===== config.mk =====
export PLATFORM = sky130hd
export DESIGN_NAME = pll_clock_source_control
export DESIGN_NICKNAME = d
export VERILOG_FILES = /design/src/inc/pll_ctrl_pkg.sv /design/src/inc/prescale_if.sv /design/src/core/system_clock_prescaler.sv /design/src/core/pll_clock_source_control.sv
export SDC_FILE = /design/constraint.sdc
export NUM_CORES = 1
export LEC_CHECK = 0
export ABC_CLOCK_PERIOD_IN_PS = 2000
export BUFFER_PORTS_ARGS = -buffer_cell sky130_fd_sc_hd__buf_2
export CAP_MARGIN = 20
export CELL_PAD_IN_SITES_DETAIL_PLACEMENT = 1
export CELL_PAD_IN_SITES_GLOBAL_PLACEMENT = 2
export CORE_MARGIN = 2
export CORE_UTILIZATION = 27
export CTS_CLUSTER_DIAMETER = 50
export DETAILED_ROUTE_END_ITERATION = 12
export PLACE_DENSITY_LB_ADDON = 0.1
export SETUP_SLACK_MARGIN = 0.1
export SLEW_MARGIN = 0
export SYNTH_ARGS = -nofsm -noshare
export SYNTH_HDL_FRONTEND = slang
export SYNTH_HIERARCHICAL = 1
export SYNTH_SLANG_ARGS = --single-unit

===== constraint.sdc =====
create_clock -name core_clk -period 2 [get_ports core_clk]
set_input_delay 0.5 -clock core_clk [delete_from_list [all_inputs] [get_ports core_clk]]
set_output_delay 0.5 -clock core_clk [all_outputs]
set_load 0.005 [all_outputs]

===== src/inc/pll_ctrl_pkg.sv =====
// Constants, field layout and types of the loop clock control block.
// Assumes a 10 MHz core clock and an Avalon-MM slave with waitrequest.
package pll_ctrl_pkg;
	localparam int CLK_PERIOD_NS = 100;
	localparam logic [4:0] OFS_CTRL = 5'h00;
	localparam logic [4:0] OFS_STATUS = 5'h04;
	localparam logic [4:0] OFS_IRQ_STAT = 5'h08;
	localparam logic [4:0] OFS_IRQ_CLR = 5'h0C;
	localparam logic [4:0] OFS_IRQ_EN = 5'h10;
	localparam int CTRL_MULT_BIT = 0;
	localparam int CTRL_RSTEN_BIT = 1;
	localparam int CTRL_PRE_LSB = 4;
	localparam int STAT_FAIL_BIT = 0;
	localparam int STAT_RUN_BIT = 1;
	localparam int STAT_BYP_BIT = 2;
	localparam int STAT_RST_BIT = 3;
	localparam int IRQ_FAIL_BIT = 0;
	localparam int IRQ_LOCK_BIT = 1;
	localparam logic CTRL_MULT_RST = 1'b1;
	localparam logic CTRL_RSTEN_RST = 1'b0;
	localparam logic [2:0] CTRL_PRE_RST = 3'h0;
	localparam logic [1:0] IRQ_EN_RST = 2'h0;
	localparam int MULT_LO = 4;
	localparam int MULT_HI = 8;
	localparam int LOCK_OSC_CYCLES = 4096;
	localparam logic [11:0] LOCK_LAST = 12'(LOCK_OSC_CYCLES - 1);
	localparam int MON_FAIL_NS = 10000;
	localparam int MON_FAIL_CYCLES = MON_FAIL_NS / CLK_PERIOD_NS;
	localparam logic [7:0] MON_LAST = 8'(MON_FAIL_CYCLES - 1);

	typedef enum logic [1:0] {ST_WAIT_OSC, ST_COUNT, ST_RUN} lock_state_t;

	// Feedback counter top for the selected multiplier
	function automatic logic [2:0] mult_top(input logic sel_x4);
		return sel_x4 ? 3'(MULT_LO - 1) : 3'(MULT_HI - 1);
	endfunction : mult_top
endpackage : pll_ctrl_pkg


===== src/inc/prescale_if.sv =====
// Carrier between lock control and the system clock prescaler.
// Assumes both ends run on core_clk.
`timescale 1ns/100ps
interface prescale_if;
	logic src_tick;
	logic hold;
	logic [2:0] divide;
	logic sys_en;
	modport ctrl (output src_tick, output hold, output divide, input sys_en);
	modport div (input src_tick, input hold, input divide, output sys_en);
endinterface : prescale_if


===== src/core/system_clock_prescaler.sv =====
// System clock prescaler: one enable pulse per 1..8 source ticks.
// Assumes src_tick is a one-cycle pulse on core_clk.
`timescale 1ns/100ps
module system_clock_prescaler import pll_ctrl_pkg::*; (
	input wire logic core_clk,
	input wire logic srst,
	input wire logic clk_en,
	prescale_if.div pif
);
	typedef struct packed {
		logic [2:0] cnt;
		logic [2:0] div;
		logic en;
	} pre_state_t;

	pre_state_t r;
	pre_state_t n;

	always_comb begin
		n = r;
		n.en = 1'b0;
		if (pif.hold) begin
			n.cnt = 3'h0;
			n.div = pif.divide;
		end else if (pif.src_tick) begin
			// New divide taken at the period boundary here, and also while held above
			if (r.cnt >= r.div) begin
				n.cnt = 3'h0;
				n.div = pif.divide;
				n.en = 1'b1;
			end else begin
				n.cnt = r.cnt + 3'h1;
			end
		end
	end

	always_ff @(posedge core_clk) begin
		if (srst) begin
			r <= '0;
		end else if (clk_en) begin
			r <= n;
		end
	end

	assign pif.sys_en = r.en;
endmodule : system_clock_prescaler


===== src/core/pll_clock_source_control.sv =====
// Digital control of a loop clock source: feedback divider, bypass
// select, lock delay, oscillator monitor, prescaler and registers.
// Assumes analog loop and oscillator outside; pins are asynchronous.
//
// Design decisions made here: the Avalon-MM interface to the registers and the placing of the registers.
`timescale 1ns/100ps
module pll_clock_source_control import pll_ctrl_pkg::*; (
	input wire logic core_clk,
	input wire logic srst,
	input wire logic clk_en,
	input wire logic crystal_input_pin,
	input wire logic loop_osc_pin,
	input wire logic loop_bypass_pin,
	input wire logic halt_req,
	input wire logic [4:0] avs_address,
	input wire logic avs_read,
	input wire logic avs_write,
	input wire logic [31:0] avs_writedata,
	input wire logic [3:0] avs_byteenable,
	output logic [31:0] avs_readdata,
	output logic avs_waitrequest,
	output logic system_clock_en,
	output logic system_reset,
	output logic loop_feedback,
	output logic loop_multiplier_x8,
	output logic loop_osc_enable,
	output logic irq
);
	typedef struct packed {
		logic xtal_s1;
		logic xtal_s2;
		logic xtal_d;
		logic vco_s1;
		logic vco_s2;
		logic vco_d;
		logic byp_s1;
		logic byp_s2;
		lock_state_t state;
		logic [11:0] lock_cnt;
		logic [7:0] mon_cnt;
		logic osc_bad;
		logic [2:0] fb_cnt;
		logic fb_out;
		logic mult;
		logic rst_en;
		logic [2:0] pre;
		logic fail_flag;
		logic rst_out;
		logic [1:0] irq_stat;
		logic [1:0] irq_en;
		logic ack;
		logic [31:0] rdata;
	} core_state_t;

	core_state_t r;
	core_state_t n;
	logic xtal_rise;
	logic xtal_edge;
	logic vco_rise;
	logic req;
	logic done;
	logic wr;
	logic fail_evt;
	logic lock_evt;
	logic mult_chg;
	logic clr_fail;
	logic [1:0] irq_clr;

	prescale_if pif ();

	assign xtal_rise = r.xtal_s2 & ~r.xtal_d;
	assign xtal_edge = r.xtal_s2 ^ r.xtal_d;
	assign vco_rise = r.vco_s2 & ~r.vco_d;
	assign req = avs_read | avs_write;
	assign done = req & r.ack;
	assign wr = done & avs_write & avs_byteenable[0];
	assign avs_waitrequest = req & ~r.ack;

	always_comb begin
		n = r;
		fail_evt = 1'b0;
		lock_evt = 1'b0;
		mult_chg = 1'b0;
		clr_fail = 1'b0;
		irq_clr = 2'h0;
		n.xtal_s1 = crystal_input_pin;
		n.xtal_s2 = r.xtal_s1;
		n.xtal_d = r.xtal_s2;
		n.vco_s1 = loop_osc_pin;
		n.vco_s2 = r.vco_s1;
		n.vco_d = r.vco_s2;
		n.byp_s1 = loop_bypass_pin;
		n.byp_s2 = r.byp_s1;

		// Missing edges for too long, incl. stuck high or low
		if (xtal_edge) begin
			n.mon_cnt = 8'h00;
			n.osc_bad = 1'b0;
		end else if (r.mon_cnt >= MON_LAST) begin
			n.osc_bad = 1'b1;
		end else begin
			n.mon_cnt = r.mon_cnt + 8'h01;
		end
		fail_evt = n.osc_bad & ~r.osc_bad;

		// Feedback divider: one pulse per M loop cycles
		n.fb_out = 1'b0;
		if (vco_rise && !r.byp_s2) begin
			if (r.fb_cnt >= mult_top(r.mult)) begin
				n.fb_cnt = 3'h0;
				n.fb_out = 1'b1;
			end else begin
				n.fb_cnt = r.fb_cnt + 3'h1;
			end
		end

		// Register access, one wait state
		n.ack = req & ~r.ack;
		if (req && !r.ack) begin
			n.rdata = 32'h00000000;
			case (avs_address)
				OFS_CTRL: begin
					n.rdata[CTRL_MULT_BIT] = r.mult;
					n.rdata[CTRL_RSTEN_BIT] = r.rst_en;
					n.rdata[CTRL_PRE_LSB +: 3] = r.pre;
				end
				OFS_STATUS: begin
					n.rdata[STAT_FAIL_BIT] = r.fail_flag;
					n.rdata[STAT_RUN_BIT] = (r.state == ST_RUN);
					n.rdata[STAT_BYP_BIT] = r.byp_s2;
					n.rdata[STAT_RST_BIT] = r.rst_out;
				end
				OFS_IRQ_STAT: n.rdata[1:0] = r.irq_stat;
				OFS_IRQ_EN: n.rdata[1:0] = r.irq_en;
				default: n.rdata = 32'h00000000;
			endcase
		end
		if (wr) begin
			case (avs_address)
				OFS_CTRL: begin
					n.mult = avs_writedata[CTRL_MULT_BIT];
					n.rst_en = avs_writedata[CTRL_RSTEN_BIT];
					n.pre = avs_writedata[CTRL_PRE_LSB +: 3];
					mult_chg = n.mult != r.mult;
				end
				OFS_STATUS: clr_fail = avs_writedata[STAT_FAIL_BIT];
				OFS_IRQ_CLR: irq_clr = avs_writedata[1:0];
				OFS_IRQ_EN: n.irq_en = avs_writedata[1:0];
				default: n.irq_en = r.irq_en;
			endcase
		end

		// Lock delay control
		case (r.state)
			ST_WAIT_OSC: begin
				if (!halt_req && !r.osc_bad && xtal_rise) begin
					n.state = ST_COUNT;
					n.lock_cnt = 12'h000;
				end
			end
			ST_COUNT: begin
				if (xtal_rise) begin
					if (r.lock_cnt == LOCK_LAST) begin
						n.state = ST_RUN;
						n.rst_out = 1'b0;
						lock_evt = 1'b1;
					end else begin
						n.lock_cnt = r.lock_cnt + 12'h001;
					end
				end
			end
			ST_RUN: n.state = ST_RUN;
			default: n.state = ST_WAIT_OSC;
		endcase
		if (mult_chg && r.state != ST_WAIT_OSC) begin
			n.state = ST_COUNT;
			n.lock_cnt = 12'h000;
			lock_evt = 1'b0;
		end
		if (halt_req || n.osc_bad) begin
			n.state = ST_WAIT_OSC;
			lock_evt = 1'b0;
		end
		if (fail_evt && r.rst_en) begin
			n.rst_out = 1'b1;
		end

		// Set wins over a clear in the same cycle
		n.fail_flag = fail_evt | (r.fail_flag & ~clr_fail);
		n.irq_stat[IRQ_FAIL_BIT] = fail_evt |
			(r.irq_stat[IRQ_FAIL_BIT] & ~irq_clr[IRQ_FAIL_BIT]);
		n.irq_stat[IRQ_LOCK_BIT] = lock_evt |
			(r.irq_stat[IRQ_LOCK_BIT] & ~irq_clr[IRQ_LOCK_BIT]);
	end

	always_ff @(posedge core_clk) begin
		if (srst) begin
			r <= '0;
			r.mult <= CTRL_MULT_RST;
			r.rst_en <= CTRL_RSTEN_RST;
			r.pre <= CTRL_PRE_RST;
			r.irq_en <= IRQ_EN_RST;
			r.rst_out <= 1'b1;
		end else if (clk_en) begin
			r <= n;
		end
	end

	// Bypass high takes the oscillator, low the gated loop output
	assign pif.src_tick = r.byp_s2 ? xtal_rise : vco_rise;
	assign pif.hold = (r.state != ST_RUN);
	assign pif.divide = r.pre;

	system_clock_prescaler u_prescaler (
		.core_clk(core_clk),
		.srst(srst),
		.clk_en(clk_en),
		.pif(pif)
	);

	assign system_clock_en = pif.sys_en;
	assign system_reset = r.rst_out;
	assign loop_feedback = r.fb_out;
	assign loop_multiplier_x8 = ~r.mult;
	assign loop_osc_enable = ~r.byp_s2;
	assign avs_readdata = r.rdata;
	assign irq = |(r.irq_stat & r.irq_en);
endmodule : pll_clock_source_control


Word level (Yosys, flattened, before mapping)

Cells that the tools add are included.

Add/subtract/negate cells: 4
Magnitude comparators: 3
Equal/unequal tests: 16
Muxes and demuxes: 39
Bitwise logic cells: 25
Reductions and logical operators: 31

Operator list:

| cell                                                               | number |
|---|---|
| two-way mux 14 bit                                                 | 3 |
| one-hot mux 12 bit (2 select lines)                                | 1 |
| two-way mux 1 bit                                                  | 18 |
| adder 12 x 1 -> 12 bit (second input constant)                     | 1 |
| == test 12 bit (second input constant)                             | 1 |
| two-way mux 12 bit                                                 | 1 |
| two-way mux 3 bit                                                  | 4 |
| != test 4 bit (second input constant)                              | 3 |
| nonzero test 2 bit                                                 | 6 |
| bitwise AND 1 bit                                                  | 10 |
| == test 5 x 4 -> 1 bit (second input constant)                     | 2 |
| two-way mux 2 bit                                                  | 5 |
| two-way mux 9 bit                                                  | 1 |
| != test 3 bit (second input constant)                              | 3 |
| NOT 1 bit                                                          | 9 |
| AND reduction 3 bit                                                | 3 |
| adder 8 x 1 -> 8 bit (second input constant)                       | 1 |
| greater-or-equal comparator 8 x 7 -> 1 bit (second input constant) | 1 |
| two-way mux 8 bit                                                  | 1 |
| one-hot mux 2 bit (4 select lines)                                 | 1 |
| AND reduction 2 bit                                                | 4 |
| AND reduction 4 bit                                                | 2 |
| two-way mux 7 bit                                                  | 1 |
| adder 3 x 1 -> 3 bit (second input constant)                       | 2 |
| other kinds (21)                                                   | 34 |

Register bits after elaboration: 61
Word-level logic and storage cells: 144

Longest topological paths before layout

Depth in word-level cells: 9
Depth in mapped cells: 9
Depth with buffers taken out: 8

Hierarchy

The synthesis kept the hierarchy.

Modules (own cells, without submodules):

| module                   | instances | cells an instance | area each (um2) | sequential area each (um2) |
|---|---|---|---|---|
| pll_clock_source_control | 1         | 348               | 2899.0          | 1081.0 |
| system_clock_prescaler   | 1         | 47                | 419.2           | 140.1 |

Worst setup path before layout

No wires, ideal clock.

Path type: reg2reg
Start point: reg r[69] (netlist bit)
End point: reg r[66] (netlist bit)
Library setup time: 0.132 ns
Arrival time: 1.894 ns
Data required time: 1.868 ns
Slack: -0.026 ns
Cell stages (with the launch flop): 10
Path buffers: 2
Cells stage by stage: dfxtp_1 -> inv_1 -> ha_1 -> and4b_1 -> nand4_2 -> and3_1 -> clkbuf_2 -> buf_2 -> o41ai_1 -> a21oi_1

Cells in the longest elaborated chain, start to end: 4

RTL lines:

| item                                                                 | line                            | source |
|---|---|---|
| start, declared                                                      | pll_clock_source_control.sv:55  | `core_state_t r;` |
| start signal, assigned                                               | pll_clock_source_control.sv:205 | `r <= n;` |
| nonzero test 2 bit                                                   | pll_clock_source_control.sv:175 | `if (mult_chg && r.state != ST_WAIT_OSC) begin` |
| logical AND 1 bit                                                    | pll_clock_source_control.sv:175 |  |
| != test 3 bit (no line) / nonzero test 3 bit (equally long branches) | n/a                             |  |
| AND reduction 5 bit (no line)                                        | n/a                             |  |

Several ways; a longest one is shown, not always the timed one.
A chain may end at the register's enable or synchronous reset.

Final worst setup path

Start point: reg r[70] (netlist bit)
End point: reg r[62] (netlist bit)

Same word-level chain as after synthesis.

==> results.py <==
metrics = {
    "outcome": {
        "status": "completed",
    },
    "route": {
        "dr.pass1.iters": 4,
        "drt-initial-drc-count": 90,
        "viasPerCell": 4.76,
        "routedWlPerCell_um": 14.9,
        "via_count": 3052,
        "wl_met1_um": 4750,
        "top_layer": "met4",
        "route.met2.wl_um": 4390,
        "postRouteAntennaNets": 0,
        "route.met3.wl_um": 266,
        "drt-total-wl_um": 9550,
        "drc": 0,
    },
    "placement": {
        "placed_area_um2": 3970,
        "dp_slack_ns": -0.245,
        "io_buffer_count": 33,
        "place_hpwl_um": 6850,
        "gp_congestion": 0.806,
    },
    "worst_setup_path": {
        "worst-endpoint-arrival_ns": 2.16,
        "critPathRequiredTime_ns": 2.27,
        "ff2ff_setup_slack_ns": 0.11,
        "r2r-start": "r[70]$_SDFFE_PP0P_",
        "r2r-end": "r[62]$_SDFFE_PP0P_",
        "endpoint_kind": "register",
        "r2r_cells": 6,
        "crit_path_max_fanout": 7,
        "start_kind": "register",
        "path_class": "register to register",
    },
    "synthesis": {
        "synth_top_cell_by_area": "dfxtp_1",
        "ys_ff_latch": 61,
        "avgSynthCellArea_um2": 8.40,
        "synth_area_leaders": "dfxtp_1, buf_4, mux2i_1",
        "syn_area_um2": 3320,
        "synth.top_cell.area_share": 0.368,
        "yosysWarnings": 6,
        "ys_seq_area_frac": 0.368,
        "synth-edff-count": 0,
        "syn_inst": 395,
        "ys_async_sr_fraction": 0,
        "synthDistinctLibCells": 63,
        "synth_commonest_cells": "dfxtp_1, nor2_1, buf_4, nand2_1, a21oi_1",
        "ys.flop_type": "dfxtp_1",
        "yosysMostFrequentCell": "dfxtp_1",
    },
    "power": {
        "p_total_mw": 3.19,
        "p_per_area_nw_per_um2": 698,
        "p_leak_nw": 1.85,
        "ir_drop_mv": 0.393,
    },
    "timing": {
        "max_clock_freq_mhz": 529,
        "worst_slack_ns": 0.111,
        "fin_crit_sh": 0.944,
        "holdWs_ns": 0.401,
        "setup_viol_count_final": 0,
        "hold_viol_final": 0,
        "slew_violations": 0,
        "rsz0062_at_grt": "yes",
        "min_period_ns": 1.89,
        "skew_ns": 0.00692,
    },
    "die": {
        "core_area_um2": 12000,
        "initial_utilization": 0.276,
        "dieArea_um2": 13200,
        "io_pins": 89,
        "dieHeight_um": 115,
        "die_width_um": 115,
        "num_rows": 40,
    },
    "worst_hold_path": {
        "holdPathStages": 3,
        "worstHoldEndpoint": "pif.divide[1]$_SDFFE_PP0P_",
        "hold_start": "avs_writedata[5]",
        "hp-class": "input port to register",
    },
    "global_routing": {
        "track_usage": 0.152,
        "antenna_found_initial": 0,
        "grt_pass1_vias": 3169,
        "grt_first_pass_wirelength_um": 15800,
        "grt_remaining_overflow": 0,
        "grt_max_degree": 44,
    },
    "layout": {
        "num_antenna_cells": 0,
        "finish.utilization": 0.380,
        "syn_to_final_growth_pct": 37.7,
        "drive_gt1_frac": 0.352,
        "nets": 551,
        "fin_area_um2": 4570,
    },
    "clock_tree": {
        "cts_tree": "yes",
        "cts_htree_levels": 3,
        "postCtsHoldBufs": 0,
        "worstSkewPairLatency_ns": 0.33,
        "cts.sinks": 61,
        "cts-buffers-inserted": 9,
        "clkTransAtPathRegs_ns": 0.06,
        "cts-root-buf": "clkbuf_16",
        "ctsLongestPathBuffers": 2,
    },
    "job": {
        "drv_cap": 0,
    },
}
routing by layer:
metal,vias up,GRT usage
met5,-,0
met1,1449,0.201
met4,0,0.0578
met2,51,0.245
li1,1540,-
met3,12,0.0295
report_power, final:
| part | total (mW) | switching, mW | internal (mW) | leakage, nW |
|---|---|---|---|---|
| Sequential | 1.24 | 0.00948 | 1.23 | 0.495 |
| Clock | 1.71 | 0.561 | 1.15 | 0.163 |
| Combinational | 0.235 | 0.132 | 0.103 | 1.19 |
final cells by class:
cell class | count | area (µm²)
Clock buffer | 12 | 256
Clock inverter | 4 | 70.1
Fill cell | 1403 | 7440
Inverter | 20 | 75.1
Multi-Input combinational cell | 292 | 2030
Sequential cell | 61 | 1230
Tap cell | 147 | 184
Timing Repair Buffer | 105 | 729
worst max-delay path: stages (launching register included):
cell and delay [ns]:
dfxtp_2 0.34, buf_6 0.09, and4_1 0.16, nand4_1 0.23, a21o_4 0.34, or4_4 0.54
a21oi_2 0.12
cell families (layout without fill, tap and decap cells):
| group | Yosys count | count (layout) | share of synthesized area |
|---|---|---|---|
| buf+inv | 67 | 141 | 0.114 |
| flops | 61 | 61 | 0.368 |
| fa+ha+maj | 13 | 13 | 0.0483 |
| simple gates | 149 | 149 | 0.237 |
| other cells | 1 | 25 | 0.00113 |
| compound gates | 81 | 82 | 0.164 |
| mux | 17 | 17 | 0.0513 |
| xor+xnor | 6 | 6 | 0.0158 |
how the worst max path moves through the flow:
stage	from	end	cells after the start
after floorplan	avs_address[3]	r[62]$_SDFFE_PP0P_	7
after global placement	avs_address[1]	r[63]$_SDFFE_PP0P_	7
after detailed placement	avs_address[1]	r[62]$_SDFFE_PP0P_	7
after CTS	r[57]$_SDFFE_PP0P_	r[36]$_SDFFE_PP0P_	7
after global routing	r[58]$_SDFFE_PP0P_	r[67]$_SDFFE_PP0P_	9
final	r[70]$_SDFFE_PP0P_	r[62]$_SDFFE_PP0P_	6
stage by stage:
step,TNS [ns],cells
global route,0,641
detailed placement,-2.34,613
global placement,-2.06,613
finish,0,641
CTS,0,634
floorplan,0,419
registers in the layout, indices dropped and copies added, names as in the netlist:
signal / cells
loop_feedback: 1
u_prescaler/pif.sys_en: 1
system_reset: 1
u_prescaler/r: 6
n: 5
pif.divide: 3
avs_readdata: 7
r: 37
cells in the final DEF (no fill, tap or decap), drive strengths merged, types with 3 or more instances in the layout:
cell	count
nand2	31
a211oi	6
o41ai	4
mux2i	17
nand2b	11
nor2b	5
o31ai	5
a21oi	28
or4	7
xnor2	4
a22oi	3
nand3	17
inv	20
a31o	3
dfxtp	61
a31oi	3
a21o	3
nand4b	3
buf	105
nand4	8
o21ai	12
nor2	39
clkbuf	12
conb	25
ha	12
nor3	6
or3	4
timing repair:
item                       CTS  global route
pin swaps                    3            16
setup endpoints to repair   20            24
gates cloned                 1             0
setup buffers                4             7
gates resized for setup     10            38
Note: power is estimated with default switching activity, not from simulation.
